## src/hdl/boundary_scan_regs.vh

```
`ifndef BOUNDARY_SCAN_REGS_VH
`define BOUNDARY_SCAN_REGS_VH

// ==========================================================================
// Instruction register
`define IR_WIDTH        5
`define IR_CAPTURE      5'h01
`define IR_RESET_VALUE  5'h09

// ==========================================================================
// Instruction codes
`define INSTR_EXTEST    5'h00
`define INSTR_SAMPLE    5'h01
`define INSTR_USER_A    5'h02
`define INSTR_USER_B    5'h03
`define INSTR_CFG_READ  5'h04
`define INSTR_CFG_WRITE 5'h05
`define INSTR_INTEST    5'h07
`define INSTR_USERCODE  5'h08
`define INSTR_IDCODE    5'h09
`define INSTR_HIGHZ     5'h0A
`define INSTR_STARTUP   5'h0C
`define INSTR_BYPASS    5'h1F

// ==========================================================================
// Identification register layout
`define ID_WIDTH        32
`define ID_MARKER_BIT   0
`define ID_MAKER_LSB    1
`define ID_ROWS_LSB     12
`define ID_FAMILY_LSB   21
`define ID_VERSION_LSB  28

// ==========================================================================
// Boundary cells per io block
`define CELLS_PER_IO    3
`define CELL_IN         0
`define CELL_OUT        1
`define CELL_OE         2

`endif

```

## src/hdl/boundary_scan_register.v

```verilog
`default_nettype none

// ==========================================================================
// Capture, shift and update stages of a scan register
module boundary_scan_register #(
  parameter WIDTH = 8
) (
  // Clock and reset
  input  wire             clock,
  input  wire             reset,
  // Control strobes
  input  wire             captureEn,
  input  wire             shiftEn,
  input  wire             updateEn,
  // Data
  input  wire             serialIn,
  input  wire [WIDTH-1:0] captureData,
  output wire             serialOut,
  output reg  [WIDTH-1:0] updateData
);

  reg [WIDTH-1:0] shiftReg;

  // Capture has priority over shift; bit 0 sits next to the serial output
  always @(posedge clock)
  begin
    if (reset)
    begin
      shiftReg   <= {WIDTH{1'b0}};
      updateData <= {WIDTH{1'b0}};
    end
    else
    begin
      if (captureEn)
        shiftReg <= captureData;
      else if (shiftEn)
        shiftReg <= {serialIn, shiftReg[WIDTH-1:1]};
      if (updateEn)
        updateData <= shiftReg;
    end
  end

  assign serialOut = shiftReg[0];

endmodule

`default_nettype wire

```

## src/hdl/boundary_scan_tap.v

```verilog
`include "boundary_scan_regs.vh"
`default_nettype none

// Summary of operation
// - Codes 00000, 00001, 00111 pick extest, sample/preload, intest on boundary register.
// - Code 00010 routes scan through user chain A, 00011 through chain B.
// - Code 00100 reads configuration bus serially, 00101 writes it.
// - Code 01000 shifts out user code, 01001 shifts out fixed identification.
// - Code 01010 floats all outputs and puts bypass bit in path.
// - Code 01100 steps start-up from test clock only when that source is chosen.
// - Code 11111 selects a one flip-flop bypass retiming serial data.
// - User chain codes act only after configuration; other codes always.
// - Each io block holds input, output and output-enable cells.
// - Input-only pins hold just an input cell.
// - All io blocks form one chain of tristate cells, usable before and after configuration.
// - Capture under extest samples every input, output and enable cell.
// - Two select outputs decode the two user chain codes.
// - Active chain's scan return is forwarded to test data out.
// - Each chain gets its own shift clock; one shared serial input.
// - Outputs show controller reset, shift and update states.
// - Cell order within an io block is input, output, enable.
// - Identification is version, family, rows, maker, then a constant one.
// - User code comes from configuration and is valid after it finishes.
module boundary_scan_tap #(
  parameter NUM_IO      = 4,
  parameter NUM_IN      = 2,
  // Identification fields: values are arbitrary
  parameter [3:0]  ID_VERSION = 4'h0,
  parameter [6:0]  ID_FAMILY  = 7'h15,
  parameter [8:0]  ID_ROWS    = 9'h020,
  parameter [10:0] ID_MAKER   = 11'h2AA
) (
  // Clock and reset
  input  wire              clock,
  input  wire              reset,
  // Test port pins
  input  wire              tck,
  input  wire              tms,
  input  wire              tdi,
  output reg               tdo,
  output reg               tdoOe,
  // Pads
  input  wire [NUM_IO-1:0] ioPadIn,
  output reg  [NUM_IO-1:0] ioPadOut,
  output reg  [NUM_IO-1:0] ioPadOe,
  input  wire [NUM_IN-1:0] inPadIn,
  // Core side of the pads
  input  wire [NUM_IO-1:0] coreOut,
  input  wire [NUM_IO-1:0] coreOe,
  output reg  [NUM_IO-1:0] coreIn,
  output reg  [NUM_IN-1:0] coreInOnly,
  // Configuration bus
  input  wire              configDone,
  input  wire [31:0]       userCode,
  input  wire              cfgReadBit,
  output reg               cfgReadStrobe,
  output reg               cfgWriteBit,
  output reg               cfgWriteStrobe,
  input  wire              startupClockSource,
  output reg               startupStep,
  // User scan chains
  output reg               chainASelected,
  output reg               chainBSelected,
  input  wire              chainAScanReturn,
  input  wire              chainBScanReturn,
  output reg               chainAShiftClock,
  output reg               chainBShiftClock,
  output reg               userTdi,
  output reg               tapReset,
  output reg               tapShift,
  output reg               tapUpdate
);

  // ========================================================================
  // Controller states
  localparam [3:0] ST_RESET      = 4'h0;
  localparam [3:0] ST_IDLE       = 4'h1;
  localparam [3:0] ST_SEL_DR     = 4'h2;
  localparam [3:0] ST_CAP_DR     = 4'h3;
  localparam [3:0] ST_SHIFT_DR   = 4'h4;
  localparam [3:0] ST_EXIT1_DR   = 4'h5;
  localparam [3:0] ST_PAUSE_DR   = 4'h6;
  localparam [3:0] ST_EXIT2_DR   = 4'h7;
  localparam [3:0] ST_UPDATE_DR  = 4'h8;
  localparam [3:0] ST_SEL_IR     = 4'h9;
  localparam [3:0] ST_CAP_IR     = 4'hA;
  localparam [3:0] ST_SHIFT_IR   = 4'hB;
  localparam [3:0] ST_EXIT1_IR   = 4'hC;
  localparam [3:0] ST_PAUSE_IR   = 4'hD;
  localparam [3:0] ST_EXIT2_IR   = 4'hE;
  localparam [3:0] ST_UPDATE_IR  = 4'hF;

  localparam BS_LEN = `CELLS_PER_IO * NUM_IO + NUM_IN;

  // ========================================================================
  // Declarations
  reg  [2:0]              pinMeta;
  reg  [2:0]              pinSync;
  reg                     tckPrev;
  reg  [NUM_IO-1:0]       ioMeta;
  reg  [NUM_IO-1:0]       ioSync;
  reg  [NUM_IN-1:0]       inMeta;
  reg  [NUM_IN-1:0]       inSync;
  reg  [3:0]              state;
  reg  [3:0]              next_state;
  reg  [`IR_WIDTH-1:0]    irShift;
  reg  [`IR_WIDTH-1:0]    instr;
  reg  [`ID_WIDTH-1:0]    idShift;
  reg                     bypassBit;
  reg                     drOut;
  reg  [BS_LEN-1:0]       bsCapture;
  wire [BS_LEN-1:0]       bsUpdate;
  wire                    bsSerialOut;
  wire                    tckLevel;
  wire                    tmsLevel;
  wire                    tdiLevel;
  wire                    tckRise;
  wire                    tckFall;
  wire                    bsInstr;
  wire                    boundaryDrive;
  wire                    selA;
  wire                    selB;
  wire                    drCapture;
  wire                    drShift;
  wire [`ID_WIDTH-1:0]    idValue;
  integer                 k;
  integer                 j;

  // ========================================================================
  // Pin synchronisers and test clock edges
  always @(posedge clock)
  begin
    if (reset)
    begin
      pinMeta <= 3'h0;
      pinSync <= 3'h0;
      tckPrev <= 1'b0;
      ioMeta  <= {NUM_IO{1'b0}};
      ioSync  <= {NUM_IO{1'b0}};
      inMeta  <= {NUM_IN{1'b0}};
      inSync  <= {NUM_IN{1'b0}};
    end
    else
    begin
      pinMeta <= {tdi, tms, tck};
      pinSync <= pinMeta;
      tckPrev <= pinSync[0];
      ioMeta  <= ioPadIn;
      ioSync  <= ioMeta;
      inMeta  <= inPadIn;
      inSync  <= inMeta;
    end
  end

  assign tckLevel = pinSync[0];
  assign tmsLevel = pinSync[1];
  assign tdiLevel = pinSync[2];
  assign tckRise  = tckLevel & ~tckPrev;
  assign tckFall  = ~tckLevel & tckPrev;

  // ========================================================================
  // Controller next state
  always @*
  begin
    next_state = ST_RESET;
    case (state)
      ST_RESET:     next_state = tmsLevel ? ST_RESET     : ST_IDLE;
      ST_IDLE:      next_state = tmsLevel ? ST_SEL_DR    : ST_IDLE;
      ST_SEL_DR:    next_state = tmsLevel ? ST_SEL_IR    : ST_CAP_DR;
      ST_CAP_DR:    next_state = tmsLevel ? ST_EXIT1_DR  : ST_SHIFT_DR;
      ST_SHIFT_DR:  next_state = tmsLevel ? ST_EXIT1_DR  : ST_SHIFT_DR;
      ST_EXIT1_DR:  next_state = tmsLevel ? ST_UPDATE_DR : ST_PAUSE_DR;
      ST_PAUSE_DR:  next_state = tmsLevel ? ST_EXIT2_DR  : ST_PAUSE_DR;
      ST_EXIT2_DR:  next_state = tmsLevel ? ST_UPDATE_DR : ST_SHIFT_DR;
      ST_UPDATE_DR: next_state = tmsLevel ? ST_SEL_DR    : ST_IDLE;
      ST_SEL_IR:    next_state = tmsLevel ? ST_RESET     : ST_CAP_IR;
      ST_CAP_IR:    next_state = tmsLevel ? ST_EXIT1_IR  : ST_SHIFT_IR;
      ST_SHIFT_IR:  next_state = tmsLevel ? ST_EXIT1_IR  : ST_SHIFT_IR;
      ST_EXIT1_IR:  next_state = tmsLevel ? ST_UPDATE_IR : ST_PAUSE_IR;
      ST_PAUSE_IR:  next_state = tmsLevel ? ST_EXIT2_IR  : ST_PAUSE_IR;
      ST_EXIT2_IR:  next_state = tmsLevel ? ST_UPDATE_IR : ST_SHIFT_IR;
      ST_UPDATE_IR: next_state = tmsLevel ? ST_SEL_DR    : ST_IDLE;
      default:      next_state = ST_RESET;
    endcase
  end

  // Controller state moves on the rising test clock edge
  always @(posedge clock)
  begin
    if (reset)
      state <= ST_RESET;
    else if (tckRise)
      state <= next_state;
  end

  // ========================================================================
  // Instruction register: shift on rise, load on falling edge in update
  always @(posedge clock)
  begin
    if (reset)
    begin
      irShift <= `IR_CAPTURE;
      instr   <= `IR_RESET_VALUE;
    end
    else if (state == ST_RESET)
    begin
      irShift <= `IR_CAPTURE;
      instr   <= `IR_RESET_VALUE;
    end
    else
    begin
      if (tckRise && state == ST_CAP_IR)
        irShift <= `IR_CAPTURE;
      else if (tckRise && state == ST_SHIFT_IR)
        irShift <= {tdiLevel, irShift[`IR_WIDTH-1:1]};
      if (tckFall && state == ST_UPDATE_IR)
        instr <= irShift;
    end
  end

  // ========================================================================
  // Instruction decode
  assign bsInstr = (instr == `INSTR_EXTEST) | (instr == `INSTR_SAMPLE) |
                   (instr == `INSTR_INTEST);
  assign boundaryDrive = (instr == `INSTR_EXTEST) | (instr == `INSTR_INTEST);
  assign selA = (instr == `INSTR_USER_A) & configDone;
  assign selB = (instr == `INSTR_USER_B) & configDone;
  assign drCapture = tckRise & (state == ST_CAP_DR);
  assign drShift   = tckRise & (state == ST_SHIFT_DR);

  // ========================================================================
  // Boundary register capture vector: in, out, enable per io block
  always @*
  begin
    bsCapture = {BS_LEN{1'b0}};
    for (k = 0; k < NUM_IO; k = k + 1)
    begin
      bsCapture[`CELLS_PER_IO*k + `CELL_IN]  = ioSync[k];
      bsCapture[`CELLS_PER_IO*k + `CELL_OUT] = coreOut[k];
      bsCapture[`CELLS_PER_IO*k + `CELL_OE]  = coreOe[k];
    end
    for (k = 0; k < NUM_IN; k = k + 1)
      bsCapture[`CELLS_PER_IO*NUM_IO + k] = inSync[k];
  end

  // One chain for all io blocks, independent of pad configuration
  boundary_scan_register #(
    .WIDTH       (BS_LEN)
  ) u_boundary (
    .clock       (clock),
    .reset       (reset),
    .captureEn   (drCapture & bsInstr),
    .shiftEn     (drShift & bsInstr),
    .updateEn    (tckFall & (state == ST_UPDATE_DR) & bsInstr),
    .serialIn    (tdiLevel),
    .captureData (bsCapture),
    .serialOut   (bsSerialOut),
    .updateData  (bsUpdate)
  );

  // ========================================================================
  // Identification, user code and bypass registers
  assign idValue = {ID_VERSION, ID_FAMILY, ID_ROWS, ID_MAKER, 1'b1};

  always @(posedge clock)
  begin
    if (reset)
    begin
      idShift   <= {`ID_WIDTH{1'b0}};
      bypassBit <= 1'b0;
    end
    else
    begin
      if (drCapture && instr == `INSTR_IDCODE)
        idShift <= idValue;
      else if (drCapture && instr == `INSTR_USERCODE)
        idShift <= configDone ? userCode : {`ID_WIDTH{1'b1}};
      else if (drShift)
        idShift <= {tdiLevel, idShift[`ID_WIDTH-1:1]};
      if (drCapture)
        bypassBit <= 1'b0;
      else if (drShift)
        bypassBit <= tdiLevel;
    end
  end

  // ========================================================================
  // Serial output source for the selected data register
  always @*
  begin
    case (instr)
      `INSTR_EXTEST,
      `INSTR_SAMPLE,
      `INSTR_INTEST:   drOut = bsSerialOut;
      `INSTR_USER_A:   drOut = selA ? chainAScanReturn : bypassBit;
      `INSTR_USER_B:   drOut = selB ? chainBScanReturn : bypassBit;
      `INSTR_CFG_READ: drOut = cfgReadBit;
      `INSTR_USERCODE,
      `INSTR_IDCODE:   drOut = idShift[0];
      `INSTR_HIGHZ:    drOut = bypassBit;
      `INSTR_BYPASS:   drOut = bypassBit;
      default:         drOut = bypassBit;
    endcase
  end

  // Test data out changes on the falling test clock edge
  always @(posedge clock)
  begin
    if (reset)
    begin
      tdo   <= 1'b0;
      tdoOe <= 1'b0;
    end
    else if (tckFall)
    begin
      if (state == ST_SHIFT_IR)
      begin
        tdo   <= irShift[0];
        tdoOe <= 1'b1;
      end
      else if (state == ST_SHIFT_DR)
      begin
        tdo   <= drOut;
        tdoOe <= 1'b1;
      end
      else
        tdoOe <= 1'b0;
    end
  end

  // ========================================================================
  // Pad and core steering
  always @(posedge clock)
  begin
    if (reset)
    begin
      ioPadOut   <= {NUM_IO{1'b0}};
      ioPadOe    <= {NUM_IO{1'b0}};
      coreIn     <= {NUM_IO{1'b0}};
      coreInOnly <= {NUM_IN{1'b0}};
    end
    else
    begin
      for (j = 0; j < NUM_IO; j = j + 1)
      begin
        ioPadOut[j] <= boundaryDrive ? bsUpdate[`CELLS_PER_IO*j + `CELL_OUT] : coreOut[j];
        if (instr == `INSTR_HIGHZ)
          ioPadOe[j] <= 1'b0;
        else if (boundaryDrive)
          ioPadOe[j] <= bsUpdate[`CELLS_PER_IO*j + `CELL_OE];
        else
          ioPadOe[j] <= coreOe[j];
        coreIn[j] <= (instr == `INSTR_INTEST) ?
                     bsUpdate[`CELLS_PER_IO*j + `CELL_IN] : ioSync[j];
      end
      for (j = 0; j < NUM_IN; j = j + 1)
        coreInOnly[j] <= (instr == `INSTR_INTEST) ?
                         bsUpdate[`CELLS_PER_IO*NUM_IO + j] : inSync[j];
    end
  end

  // ========================================================================
  // Configuration bus and start-up stepping
  always @(posedge clock)
  begin
    if (reset)
    begin
      cfgReadStrobe  <= 1'b0;
      cfgWriteBit    <= 1'b0;
      cfgWriteStrobe <= 1'b0;
      startupStep    <= 1'b0;
    end
    else
    begin
      cfgReadStrobe  <= drShift & (instr == `INSTR_CFG_READ);
      cfgWriteStrobe <= drShift & (instr == `INSTR_CFG_WRITE);
      if (drShift && instr == `INSTR_CFG_WRITE)
        cfgWriteBit <= tdiLevel;
      startupStep <= tckRise & (state == ST_IDLE) &
                     (instr == `INSTR_STARTUP) & startupClockSource;
    end
  end

  // ========================================================================
  // User scan macro outputs
  always @(posedge clock)
  begin
    if (reset)
    begin
      chainASelected   <= 1'b0;
      chainBSelected   <= 1'b0;
      chainAShiftClock <= 1'b1;
      chainBShiftClock <= 1'b1;
      userTdi          <= 1'b0;
      tapReset         <= 1'b1;
      tapShift         <= 1'b0;
      tapUpdate        <= 1'b0;
    end
    else
    begin
      chainASelected <= selA;
      chainBSelected <= selB;
      // Shift clocks follow the test clock only while capturing or shifting
      chainAShiftClock <= (selA && (state == ST_CAP_DR || state == ST_SHIFT_DR)) ?
                          tckLevel : 1'b1;
      chainBShiftClock <= (selB && (state == ST_CAP_DR || state == ST_SHIFT_DR)) ?
                          tckLevel : 1'b1;
      userTdi   <= tdiLevel;
      tapReset  <= (state == ST_RESET);
      tapShift  <= (state == ST_SHIFT_DR);
      tapUpdate <= (state == ST_UPDATE_DR);
    end
  end

endmodule

`default_nettype wire

```

## config.mk

```make
export PLATFORM = sky130hd
export DESIGN_NAME = boundary_scan_tap
export DESIGN_NICKNAME = d
export VERILOG_FILES = /design/src/hdl/boundary_scan_register.v /design/src/hdl/boundary_scan_tap.v
export VERILOG_INCLUDE_DIRS = /design/src /design/src/hdl
export SDC_FILE = /design/constraint.sdc
export NUM_CORES = 1
export LEC_CHECK = 0
export ABC_CLOCK_PERIOD_IN_PS = 2400
export BUFFER_PORTS_ARGS = -buffer_cell sky130_fd_sc_hd__buf_2
export CELL_PAD_IN_SITES_DETAIL_PLACEMENT = 0
export CELL_PAD_IN_SITES_GLOBAL_PLACEMENT = 2
export CORE_UTILIZATION = 34
export DETAILED_ROUTE_END_ITERATION = 10
export PLACE_DENSITY = 0.77
export SLEW_MARGIN = 0
export SYNTH_ARGS = -nofsm -noshare
export SYNTH_HDL_FRONTEND = slang
export SYNTH_SLANG_ARGS = --single-unit
```

## constraint.sdc

```tcl
create_clock -name clock -period 2.4 [get_ports clock]
set_input_delay 0.36 -clock clock [delete_from_list [all_inputs] [get_ports clock]]
set_output_delay 0.36 -clock clock [all_outputs]
set_load 0.02 [all_outputs]
```

# Word-level counts from Yosys, hierarchy flattened
# Index checks and enable logic that the tools add are counted.
[word_totals]
ff_bits = 122
[classes]
eq_ne = 25
mux = 40
n_bitwise = 22
n_reduce_logical = 28
[op_table]
columns = ["op", "n"]
rows = [
  ["$mux W32", 3],
  ["$pmux W4 S12", 1],
  ["$eq A4 B4 Y1 const B", 8],
  ["$mux W14", 2],
  ["$mux W26", 1],
  ["$mux W1", 23],
  ["$eq A5 B4 Y1 const B", 4],
  ["$reduce_or A2 Y1", 9],
  ["$eq A4 B3 Y1 const B", 4],
  ["$mux W4", 4],
  ["$and A1 B1 Y1", 15],
  ["$eq A5 B3 Y1 const B", 3],
  ["$eq A5 B2 Y1 const B", 2],
  ["$reduce_or A3 Y1", 3],
  ["$eq A4 B2 Y1 const B", 2],
  ["$logic_and A1 B1 Y1", 8],
  ["$mux W2", 3],
  ["$mux W3", 2],
  ["$reduce_bool A2 Y1", 3],
  ["$eq A5 B1 Y1 const B", 1],
  ["$logic_not A5 Y1", 1],
  ["$pmux W1 S5", 1],
  ["$eq A4 B1 Y1 const B", 1],
  ["$logic_not A4 Y1", 1],
  ["5 further kinds", 10],
]

# Logic depth before layout (Yosys ltp)
# Gate-level depths: netlist of the first run.
[depth]
depth_word = 6
ltp_mapped = 8
ltp_nobuf = 4

# By module
# From an unflattened synthesis of the first run, not the netlist that was laid out.
[hier_totals]
cells_unflattened = 548
hier_area_um2 = 5094.9
[by_module_without_submodules]
columns = ["module", "instances", "cells_per_inst", "area_each_um2", "seq_area_each_um2"]
rows = [
  ["boundary_scan_tap", 1, 440, 3940.0, 1881.8],
  ["boundary_scan_register", 1, 108, 1154.9, 560.5],
]

# Least setup slack after synthesis of the first run
# No wires, ideal clock.
[synth_path]
kind = "register -> register"
from = "register state[2]"
to = "register idShift[0]"
setup_ns = 0.119
t_arrival_ns = 2.022
t_required_ns = 2.281
setup_slack_ns = 0.259
path_stages_with_launch = 8
n_path_buf = 3
period_less_slack_ns = 2.141
path_cell_list = "dfxtp_1 buf_6 or3b_4 or4b_1 buf_2 or2_0 buf_6 o221a_1"
[synth_via]
elab_chain_len = 5
word_cells_on_any_way = 9
[synth_lines]
columns = ["item", "line", "source"]
rows = [
  ["start, declared", "boundary_scan_tap.v:104", "reg [3:0] state;"],
  ["start signal, assigned", "boundary_scan_tap.v:193", "state <= next_state;"],
  ["$eq A4 B2 Y1", "boundary_scan_tap.v:228", "assign drCapture = tckRise & (state == ST_CAP_DR);"],
  ["$and A1 B1 Y1", "boundary_scan_tap.v:228", ""],
  ["$logic_and A1 B1 Y1 (no line)", "n/a", ""],
  ["$mux W32", "boundary_scan_tap.v:276", "else if (drCapture && instr == `INSTR_USERCODE)"],
  ["$mux W26", "boundary_scan_tap.v:274", "if (drCapture && instr == `INSTR_IDCODE)"],
  ["end signal, assigned", "boundary_scan_tap.v:275", "idShift <= idValue;"],
  ["end signal, assigned", "boundary_scan_tap.v:277", "idShift <= configDone ? userCode : {`ID_WIDTH{1'b1}};"],
  ["end signal, assigned", "boundary_scan_tap.v:279", "idShift <= {tdiLevel, idShift[`ID_WIDTH-1:1]};"],
  ["end, declared", "boundary_scan_tap.v:108", "reg [`ID_WIDTH-1:0] idShift;"],
]
# Several ways; a longest one is shown, not always the timed one.
# A chain may end at the register's enable or synchronous reset.

# Worst setup path after layout of the first run
[layout_path]
from = "register instr[3]"
to = "register idShift[10]"
[layout_via]
elab_chain_len = 4
word_cells_on_any_way = 7
[layout_lines]
columns = ["item", "line", "source"]
rows = [
  ["start, declared", "boundary_scan_tap.v:107", "reg [`IR_WIDTH-1:0] instr;"],
  ["start signal, assigned", "boundary_scan_tap.v:203", "instr <= `IR_RESET_VALUE;"],
  ["start signal, assigned", "boundary_scan_tap.v:208", "instr <= `IR_RESET_VALUE;"],
  ["start signal, assigned", "boundary_scan_tap.v:217", "instr <= irShift;"],
  ["$eq A5 B4 Y1", "n/a", ""],
  ["$logic_and A1 B1 Y1 (no line)", "n/a", ""],
  ["$mux W32", "boundary_scan_tap.v:276", ""],
  ["$mux W26", "boundary_scan_tap.v:274", ""],
]
# Several ways; a longest one is shown, not always the timed one.

==> results of run 1 <==
## power by group
| group | internal [mW] | total (mW) | leakage, nW | switching (mW) |
|---|---|---|---|---|
| Clock | 1.84 | 2.71 | 0.300 | 0.871 |
| Sequential | 2.05 | 2.07 | 0.990 | 0.0131 |
| Combinational | 0.0748 | 0.181 | 1.22 | 0.107 |
| Total | 3.97 | 4.96 | 2.51 | 0.991 |
## cells by family after synthesis
logic type      share of synthesized area, %
xor+xnor                               0.176
mux                                     7.64
flops                                   49.0
compound gates                          15.9
buf+inv                                 5.75
simple gates                            21.5
## cells in the mapped netlist, types with 3 or more instances
cell type / n / area [um2]
mux2i_1: 38 / 380
nor2_1: 67 / 251
a311oi_1: 21 / 184
dfxtp_1: 122 / 2440
clkbuf_1: 42 / 158
or2_2: 3 / 18.8
nand2_1: 52 / 195
a21oi_1: 10 / 50.1
o21ai_0: 4 / 20.0
o22ai_1: 14 / 87.6
buf_6: 3 / 33.8
a211oi_1: 4 / 30.0
nor3_1: 35 / 175
inv_1: 19 / 71.3
nand2b_1: 11 / 68.8
nand3b_1: 3 / 22.5
or4b_2: 3 / 30.0
a221oi_1: 16 / 140
nor2b_1: 25 / 156
a21o_1: 4 / 30.0
o221a_1: 10 / 113
buf_2: 3 / 15.0
a2111oi_0: 3 / 26.3
## final timing paths
path / start / endpoint
hold / removal: inPadIn[0] / inMeta[0]$_SDFF_PP0_
setup reg to reg: instr[3]$_SDFFE_PP1P_ / idShift[10]$_SDFFE_PP0P_
setup / recovery: instr[3]$_SDFFE_PP1P_ / idShift[10]$_SDFFE_PP0P_
hold reg to reg: pinMeta[1]$_SDFF_PP0_ / pinSync[1]$_SDFF_PP0_
## metal layers
metal	up-vias	share of wire, %	GRT usage, %
li1	2102	-	-
met4	0	0.85	6.78
met1	2023	49	24.7
met5	-	0	0
met3	9	5.8	4.80
met2	118	44	27.1
## layout by cell type (no fill, tap or decap), drive strengths merged, types with 3 or more instances in the layout
cell type and instances:
o21ai 6, inv 19, o22ai 14, clkbuf 25
nor2b 25, a221oi 16, nor2 67, or2 4
nand3b 3, a2111oi 3, dfxtp 122, bufinv 4
a21o 4, nand2b 11, a211oi 4, or4b 5
buf 108, a311oi 21, nor3 35, mux2i 38
nand2 52, a21oi 10, o221a 10
## what timing repair did
action,in CTS,in global routing
buffers inserted,0,0
gates resized for setup,0,1
hold endpoints to repair,0,0
endpoints found under the setup margin,0,9
## layout make-up
class / instances / area, um2 / area share (%)
Timing Repair Buffer: 108 / 616 / 9.86
Sequential cell: 122 / 2440 / 39.1
Multi-Input combinational cell: 358 / 2260 / 36.2
Inverter: 19 / 71.3 / 1.14
Clock buffer: 25 / 495 / 7.93
Clock inverter: 6 / 135 / 2.16
Tap cell: 180 / 225 / 3.61
## sequential cells by signal, indices dropped and copies added, names as in the netlist, 5 cells and up
name,flops
idShift,32
u_boundary.shiftReg,14
u_boundary.updateData,14
instr,5
irShift,5
==> results by group, run 1 <==
Cells and area
  – Layout area overhead: 25.4%
  – Fillers: 1420
  – Proportion of layout cells with a drive suffix above 1: 22.6%
  – Cell Count, Final, Fillers Out: 818
  – Inserted Diodes: 0
  – Util after Layout: 44.3%
  – Fin area: 0.00625 mm2
  – NumNets Final: 682

Worst setup path
  – R2R Setup Slk: 0.19 ns
  – WP data required: 2.70 ns
  – Stages on the worst setup path: 4
  – Worst reg2reg path depth: 4
  – Crit Path Category: flop to flop
  – Critical path arrival: 2.50 ns
  – Buf+Inv Stages, Crit Path: 0
  – CP max stage cell: or4b_1
  – CP Max Fanout: 10
  – CP delay by family, top: simple AND/OR/NAND/NOR gates
  – Crit-path max cell delay: 0.52 ns
  – Crit path cell chain: or3b_1, or4b_1, or2_0, o221a_1
  – Worst setup SP type: flop
  – Crit end category: flop

Timing
  – RSZ-0062 raised after global routing: false
  – Fmax: 453 MHz
  – Total negative setup slack: 0 ns
  – Slew at the pin closest to its max-slew limit: 0.657 ns
  – Worst relative slew slack: 56.2%
  – Clock skew: 0.00764 ns
  – Minimum clock period: 2.21 ns
  – Max Slew Vio Count: 0
  – Post-route setup slack: 0.193 ns
  – Final period util: 92.0%
  – Final Hold Vio Count: 0
  – Final setup viols: 0
  – Hold_ws: 0.160 ns

Clock tree
  – H-Tree Depth: 4
  – Hold_buf cts: 0
  – Clock transition at path regs: 0.05 ns
  – CTS sink cnt: 122
  – CTS root buf: clkbuf_16
  – TritonCTS clock tree: done
  – Inserted Clock Buffers: 17
  – Max Buffers Root-to-Sink: 2
  – Worst skew pair latency: 0.41 ns

Die
  – Die span in x: 123 um
  – Starting Density: 35.3%
  – Die area: 0.0151 mm2
  – I/O Pins: 84
  – Die Y: 123 um
  – Core area: 0.0141 mm2
  – Rows: 43

Logic synthesis
  – Syn_nets: 605
  – Avg Cell Area, Syn: 9.07 um2
  – Synth Flop Type: dfxtp_1
  – Mapped Cells: 549
  – Register area share after synthesis: 49.0%
  – Cell variety after synth: 53
  – Yosys warnings: 0
  – Async S/R FF share, synth: 0%
  – Yosys reg bits: 122
  – Synthesized area: 0.00498 mm2
  – Post-synth EDFFs: 0

Place
  – Port Buffer Count: 83
  – Post-Place Setup Slack: 0.187 ns
  – Placer Congestion: 0.794
  – Placed Cells: 787
  – Detailed placer's ending HPWL: 8.62 mm
  – Post-DP Area: 0.00561 mm2

Run
  – Max-Cap Viols: 0

Global route
  – Largest net degree at the start of global routing: 45
  – Vias in the first global route: 4066
  – Antenna violations before repair: 0
  – GRT Total Usage: 18.1%
  – First-pass GRT wire length: 20.9 mm
  – GRT overflow: 0

Routing
  – Routed via count: 4252
  – Final wirelength: 12.8 mm
  – Remaining antenna violation count after routing: 0
  – DRC: 0
  – Via density: 5.20
  – DR pass1 iterations: 6
  – WL/cell: 15.6 um
  – DR iter-0 viols: 189

Power and ir drop
  – Worst vdd ir: 0.000419 V
  – P per Cell Area: 795 mW/mm2
  – Total power: 4.96 mW
  – Leakage: 2.51 nW

Min path
  – Hold Path Stages: 2
  – Hold Path Class: input pin to flop

Status
  – Status: finished, final reports clean
Power figures use the tool's default switching activity.
==> inputs of run 2 (changes only) <==
CELL_PAD_IN_SITES_DETAIL_PLACEMENT = 2   (was 0)
CORE_ASPECT_RATIO = 1.5   (was unset)
PLACE_DENSITY = 0.89   (was 0.77)
==> run 2 against run 1 <==
Compared with the run above: via count increased by 8.3%; highest routed layer unchanged; setup slack got worse by 0.18 ns; largest cell class unchanged; clock power decreased by 7%; routed wire length increased by 43%; largest power group unchanged; maximum frequency decreased by 7.5%.
==> results by group, run 2 (same netlist as run 1, synthesis figures left out) <==
Status
  – Status: finished, final reports clean

Die
  – Starting Density: 35.3% (-0.072 points)
  – I/O Pins: 84 (unchanged)
  – Die Y: 150 um (+22%)
  – Core area: 0.0141 mm2 (+0.20%)
  – Die area: 0.0151 mm2 (about the same)
  – Die span in x: 101 um (-18%)
  – Rows: 53 (+23%)

Timing
  – Fmax: 419 MHz (-7.5%)
  – Final period util: 99.4% (+7.4 points)
  – Max Slew Vio Count: 0 (unchanged)
  – Final Hold Vio Count: 0 (unchanged)
  – Final setup viols: 0 (unchanged)
  – Slew at the pin closest to its max-slew limit: 0.678 ns (+0.0211 ns)
  – Clock skew: 0.00880 ns (+0.00115 ns)
  – Minimum clock period: 2.38 ns (+0.178 ns)
  – Worst relative slew slack: 54.8% (-1.4 points)

Place
  – Port Buffer Count: 83 (unchanged)
  – Placed Cells: 798 (+1.4%)
  – Placer Congestion: 0.821 (+3.3%)
  – Post-DP Area: 0.00562 mm2 (+0.13%)
  – Detailed placer's ending HPWL: 11.2 mm (+30%)

Cells and area
  – Layout area overhead: 25.0%
  – NumNets Final: 681 (-0.15%)
  – Biggest regs: idShift: 32 flops, u_boundary.shiftReg: 14 flops, u_boundary.updateData: 14 flops
  – Fillers: 1527 (+7.5%)
  – Proportion of layout cells with a drive suffix above 1: 24.0% (+1.4 points)
  – Cell Count, Final, Fillers Out: 830 (+1.5%)
  – Most common cell after layout, fill and taps aside: dfxtp_1
  – Max reg flops: 32 (unchanged)
  – Most frequent cells in the layout: 122 x dfxtp_1, 83 x buf_2, 66 x nor2_1
  – Largest Register: idShift
  – Inserted Diodes: 0 (unchanged)
  – Fin area: 0.00622 mm2 (-0.34%)

Clock tree
  – CTS sink cnt: 122 (unchanged)
  – Clock transition at path regs: 0.06 ns (about the same)
  – Max Buffers Root-to-Sink: 2 (unchanged)
  – Worst skew pair latency: 0.42 ns (about the same)
  – CTS root buf: clkbuf_16
  – TritonCTS clock tree: done
  – H-Tree Depth: 4 (unchanged)
  – Inserted Clock Buffers: 17 (unchanged)

Power and ir drop
  – Total power: 4.78 mW (-3.6%)
  – Leakage: 2.48 nW (-1.1%)
  – Reg power frac: 43.2% (+1.5 points)
  – Worst vdd ir: 0.000436 V (+4.1%)
  – Net Sw Frac: 24.7% (+4.7 points)
  – Combinational power share: 4.1% (+0.4 points)
  – P per Cell Area: 768 mW/mm2 (-3.3%)
  – Clk network pwr share: 52.7% (-2.0 points)
  – Psw: 1.18 mW (+19%)
  – Total internal power: 3.60 mW (-9.3%)

Worst setup path
  – CP Max Fanout: 44 (+34)
  – WP data required: 2.67 ns (-0.03 ns)
  – Crit end category: flop
  – Critical path arrival: 2.66 ns (+0.16 ns)
  – Worst setup SP type: flop
  – Crit Path Category: flop to flop

Global route
  – First-pass GRT wire length: 29.0 mm (+39%)
  – GRT overflow: 0 (unchanged)
  – Vias in the first global route: 5105 (+26%)
  – Antenna violations before repair: 0 (unchanged)
  – Largest net degree at the start of global routing: 58 (+29%)
  – GRT Total Usage: 25.8% (+7.7 points)

Routing
  – Via density: 5.55 (+6.7%)
  – DRC: 0 (unchanged)
  – Routed via count: 4603 (+8.3%)
  – DR iter-0 viols: 180 (-4.8%)
  – Remaining antenna violation count after routing: 0 (unchanged)
  – DR pass1 iterations: 5 (-1)
  – WL/cell: 22.1 um (+41%)
  – Final wirelength: 18.3 mm (+43%)

Min path
  – Hold Path Class: input pin to flop

Run
  – Max-Cap Viols: 0 (unchanged)
run 2: area by class of cell:
class	count	area [um2]	share of cell area, %
sequential	122	2440	39.2
multi-input combinational	358	2280	36.6
timing repair buffer	107	612	9.83
clock buffer	18	439	7.06
tap	192	240	3.86
clock inverter	14	139	2.23
inverter	19	71.3	1.15
run 2: through the flow:
stage	hold slack (ns)	utilization (%)	setup TNS [ns]	worst slack (ns)
floorplan	0.414	-	0	0.259
global route	0.180	44.1	-0.0272	-0.0272
global placement	0.416	39.8	0	0.167
detailed placement	0.428	39.8	-0.0930	-0.0602
finish	0.159	44.1	0	0.0151
CTS	0.153	43.9	0	0.0113
run 2: final timing paths:
kind / start / to / slack [ns] / cells after the start
worst max-delay path: instr[3]$_SDFFE_PP1P_ / idShift[24]$_SDFFE_PP0P_ / 0.02 / 5
worst min-delay path: tms / pinMeta[1]$_SDFF_PP0_ / 0.16 / 2
worst min register to register: inMeta[1]$_SDFF_PP0_ / inSync[1]$_SDFF_PP0_ / 0.44 / 1
worst max register to register: instr[3]$_SDFFE_PP1P_ / idShift[24]$_SDFFE_PP0P_ / 0.02 / 5
run 2: worst max-delay path, stage by stage, from the launching register on:
cell	delay, ns
dfxtp_1	0.45
or3b_1	0.48
or4b_1	0.60
buf_6	0.25
nor3_1	0.32
a311oi_1	0.11
run 2: power by group through the flow:
stage	clock network (mW)	registers (mW)	logic, mW
2_1_floorplan	0	2.12	0.0813
3_3_place_gp	0	2.11	0.180
3_5_place_dp	0	2.11	0.188
4_1_cts	2.55	2.07	0.195
5_1_grt	2.65	2.07	0.211
6_report	2.52	2.07	0.195
run 2: routing by layer:
metal / vias to the layer above / part of all wire (%) / global-route usage (%)
met4: 0 / 4.0 / 12.6
li1: 2102 / - / -
met5: - / 0 / 0
met2: 149 / 52 / 45.5
met1: 2300 / 40 / 29.1
met3: 52 / 4.1 / 5.66
run 2: timing repair:
item	in CTS	in global routing
hold buffers	0	0
gates resized for setup	2	6
setup endpoints to repair	19	10
setup buffers	0	0
==> inputs of run 3 (changes only) <==
BUFFER_PORTS_ARGS = -buffer_cell sky130_fd_sc_hd__buf_4   (was -buffer_cell sky130_fd_sc_hd__buf_2)
RECOVER_POWER = 25   (was unset)
==> run 3 against run 2 <==
Compared with the run above: critical path depth unchanged; flip-flop and latch count is the same; combinational power grew 14%; count of clock-buffer cells in the layout up 1; maximum frequency grew 2.3%; sequential share of layout area decreased by 0.78 points; die area did not move; clock power up 4%; sequential power about the same; core utilization rose by 0.89 points; largest cell class unchanged; highest routed layer unchanged.
==> results by group, run 3 (same netlist as run 1, synthesis figures left out) <==
Status
  – Status: finished, final reports clean

Die
  – Rows: 53 (unchanged)
  – Starting Density: 35.3% (unchanged)
  – I/O Pins: 84 (unchanged)
  – Die span in x: 101 um (unchanged)
  – Die area: 0.0151 mm2 (unchanged)
  – Die Y: 150 um (unchanged)
  – Core area: 0.0141 mm2 (unchanged)

Worst setup path
  – Buf+Inv Stages, Crit Path: 1 (unchanged)
  – WP data required: 2.77 ns (+0.10 ns)
  – Crit path cell chain: buf_4, or4b_1, or2_2, nand2b_1, o221a_1
  – Critical path arrival: 2.70 ns (+0.04 ns)
  – CP delay by family, top: simple AND/OR/NAND/NOR gates
  – Crit Path Category: flop to flop
  – Worst reg2reg path depth: 5 (unchanged)
  – R2r startpoint: state[0]$_SDFFE_PP0P_
  – Crit-path max cell delay: 0.66 ns (+0.06 ns)
  – CP max stage cell: or4b_1
  – CP Max Fanout: 19 (-57%)
  – R2r endpoint: idShift[23]$_SDFFE_PP0P_
  – R2R Setup Slk: 0.07 ns (+0.05 ns)
  – Crit end category: flop
  – Worst setup SP type: flop

Place
  – Post-Place Setup Slack: 0.0551 ns (+0.115 ns)
  – Detailed placer's ending HPWL: 11.4 mm (+2.1%)
  – Post-DP Area: 0.00582 mm2 (+3.6%)
  – Placer Congestion: 0.806 (-1.8%)
  – Port Buffer Count: 83 (unchanged)

Power and ir drop
  – Clk network pwr share: 53.2% (+0.5 points)
  – Total power: 4.90 mW (+2.4%)
  – Leakage: 2.46 nW (-0.85%)
  – Reg power frac: 42.2% (-1.0 points)
  – Net Sw Frac: 24.2% (-0.54 points)
  – Worst vdd ir: 0.000506 V (+16%)
  – Combinational power share: 4.5% (+0.4 points)
  – Total internal power: 3.71 mW (+3.1%)
  – P per Cell Area: 771 mW/mm2 (+0.35%)
  – Psw: 1.18 mW (+0.13%)

Clock tree
  – Hold_buf cts: 0 (unchanged)
  – H-Tree Depth: 4 (unchanged)
  – Inserted Clock Buffers: 17 (unchanged)
  – CTS root buf: clkbuf_16
  – Worst skew pair latency: 0.43 ns (about the same)
  – Max Buffers Root-to-Sink: 2 (unchanged)
  – TritonCTS clock tree: done
  – Clock transition at path regs: 0.07 ns (about the same)
  – Post-CTS Setup Bufs: 0 (unchanged)
  – CTS sink cnt: 122 (unchanged)

Timing
  – Slew at the pin closest to its max-slew limit: 0.642 ns (-0.0359 ns)
  – Final period util: 97.1% (-2.2 points)
  – Clock skew: 0.0204 ns (+0.0116 ns)
  – Max Slew Vio Count: 0 (unchanged)
  – Final setup viols: 0 (unchanged)
  – Total negative setup slack: 0 ns (unchanged)
  – Minimum clock period: 2.33 ns (-0.0540 ns)
  – Post-route setup slack: 0.0691 ns (+0.0540 ns)
  – Fmax: 429 MHz (+2.3%)
  – Final Hold Vio Count: 0 (unchanged)
  – RSZ-0062 raised after global routing: false
  – Worst relative slew slack: 56.6% (+1.8 points)

Cells and area
  – Fillers: 1541 (+0.92%)
  – Most frequent cells in the layout: 122 x dfxtp_1, 87 x buf_4, 66 x nor2_1
  – Seq. cell area: 0.00244 mm2 (unchanged)
  – Biggest regs: idShift: 32 flops, u_boundary.shiftReg: 14 flops, u_boundary.updateData: 14 flops
  – Fin area: 0.00635 mm2 (+2.0%)
  – Largest Register: idShift
  – Proportion of layout cells with a drive suffix above 1: 20.4% (-3.6 points)
  – Layout area overhead: 27.5%
  – Max reg flops: 32 (unchanged)
  – Inserted Diodes: 0 (unchanged)
  – NumNets Final: 680 (-0.15%)
  – Area of the multi-input gates: 0.00227 mm2 (-0.49%)
  – Most common cell after layout, fill and taps aside: dfxtp_1

Min path
  – Hold Path Class: input pin to flop
  – Hold endpoint: pinMeta[2]$_SDFF_PP0_
  – Hold Path Stages: 2 (unchanged)
  – Worst Hold Launch: tdi

Routing
  – Remaining antenna violation count after routing: 0 (unchanged)
  – DRC: 0 (unchanged)
  – Routed via count: 4631 (+0.61%)
  – DR iter-0 viols: 261 (+45%)
  – Via density: 5.59 (+0.73%)
  – WL/cell: 22.5 um (+1.9%)
  – DR pass1 iterations: 5 (unchanged)
  – Final wirelength: 18.6 mm (+1.7%)

Global route
  – First-pass GRT wire length: 29.3 mm (+0.73%)
  – GRT overflow: 0 (unchanged)
  – Vias in the first global route: 5015 (-1.8%)
  – Largest net degree at the start of global routing: 57 (-1.7%)
  – GRT Total Usage: 25.9% (+0.13 points)
  – Antenna violations before repair: 0 (unchanged)

Run
  – Max-Cap Viols: 0 (unchanged)
-- run 3: metal layers --
| metal | global-route usage [%] | vias up | share of wire (%) |
|---|---|---|---|
| met5 | 0 | - | 0 |
| met4 | 11.8 | 0 | 3.3 |
| met3 | 4.87 | 42 | 3.9 |
| met2 | 46.4 | 157 | 52 |
| met1 | 29.5 | 2330 | 41 |
| li1 | - | 2102 | - |
-- run 3: area by class of cell --
type | instances | area share (%)
tap | 192 | 3.78
sequential | 122 | 38.5
clock inverter | 13 | 2.27
inverter | 19 | 1.12
multi-input combinational | 358 | 35.7
clock buffer | 19 | 6.97
timing repair buffer | 106 | 11.7
-- run 3: worst max path at each step --
stage	start	end	slack (ns)	cells after the start
floorplan	state[2]$_SDFFE_PP0P_	idShift[0]$_SDFFE_PP0P_	0.26	7
global placement	instr[3]$_SDFFE_PP1P_	idShift[25]$_SDFFE_PP0P_	0.22	4
detailed placement	state[2]$_SDFFE_PP0P_	u_boundary.shiftReg[9]$_SDFFE_PP0P_	0.06	5
CTS	state[0]$_SDFFE_PP0P_	idShift[31]$_SDFFE_PP0P_	0.05	6
global route	state[0]$_SDFFE_PP0P_	u_boundary.shiftReg[5]$_SDFFE_PP0P_	0.008	5
finish	state[0]$_SDFFE_PP0P_	idShift[23]$_SDFFE_PP0P_	0.07	5
-- run 3: power by group through the flow --
stage	combinational, mW	sequential, mW	clock (mW)
2_1_floorplan	0.0813	2.12	0
3_5_place_dp	0.222	2.11	0
6_report	0.223	2.07	2.61
5_1_grt	0.236	2.07	2.73
3_3_place_gp	0.211	2.11	0
4_1_cts	0.229	2.07	2.63
-- run 3: per-stage QoR --
stage | util, % | hold WS, ns | std cells
final | 45.0 | 0.162 | 829
after global routing | 45.0 | 0.167 | 829
after CTS | 45.4 | 0.148 | 829
after detailed placement | 41.2 | 0.445 | 797
after global placement | 41.2 | 0.421 | 797
after floorplan | - | 0.414 | 549
-- run 3: what timing repair did --
item                       in CTS  in global routing
gates resized for setup         2                  2
setup endpoints to repair       7                  7
pin swaps                       0                  0
gates cloned                    0                  0
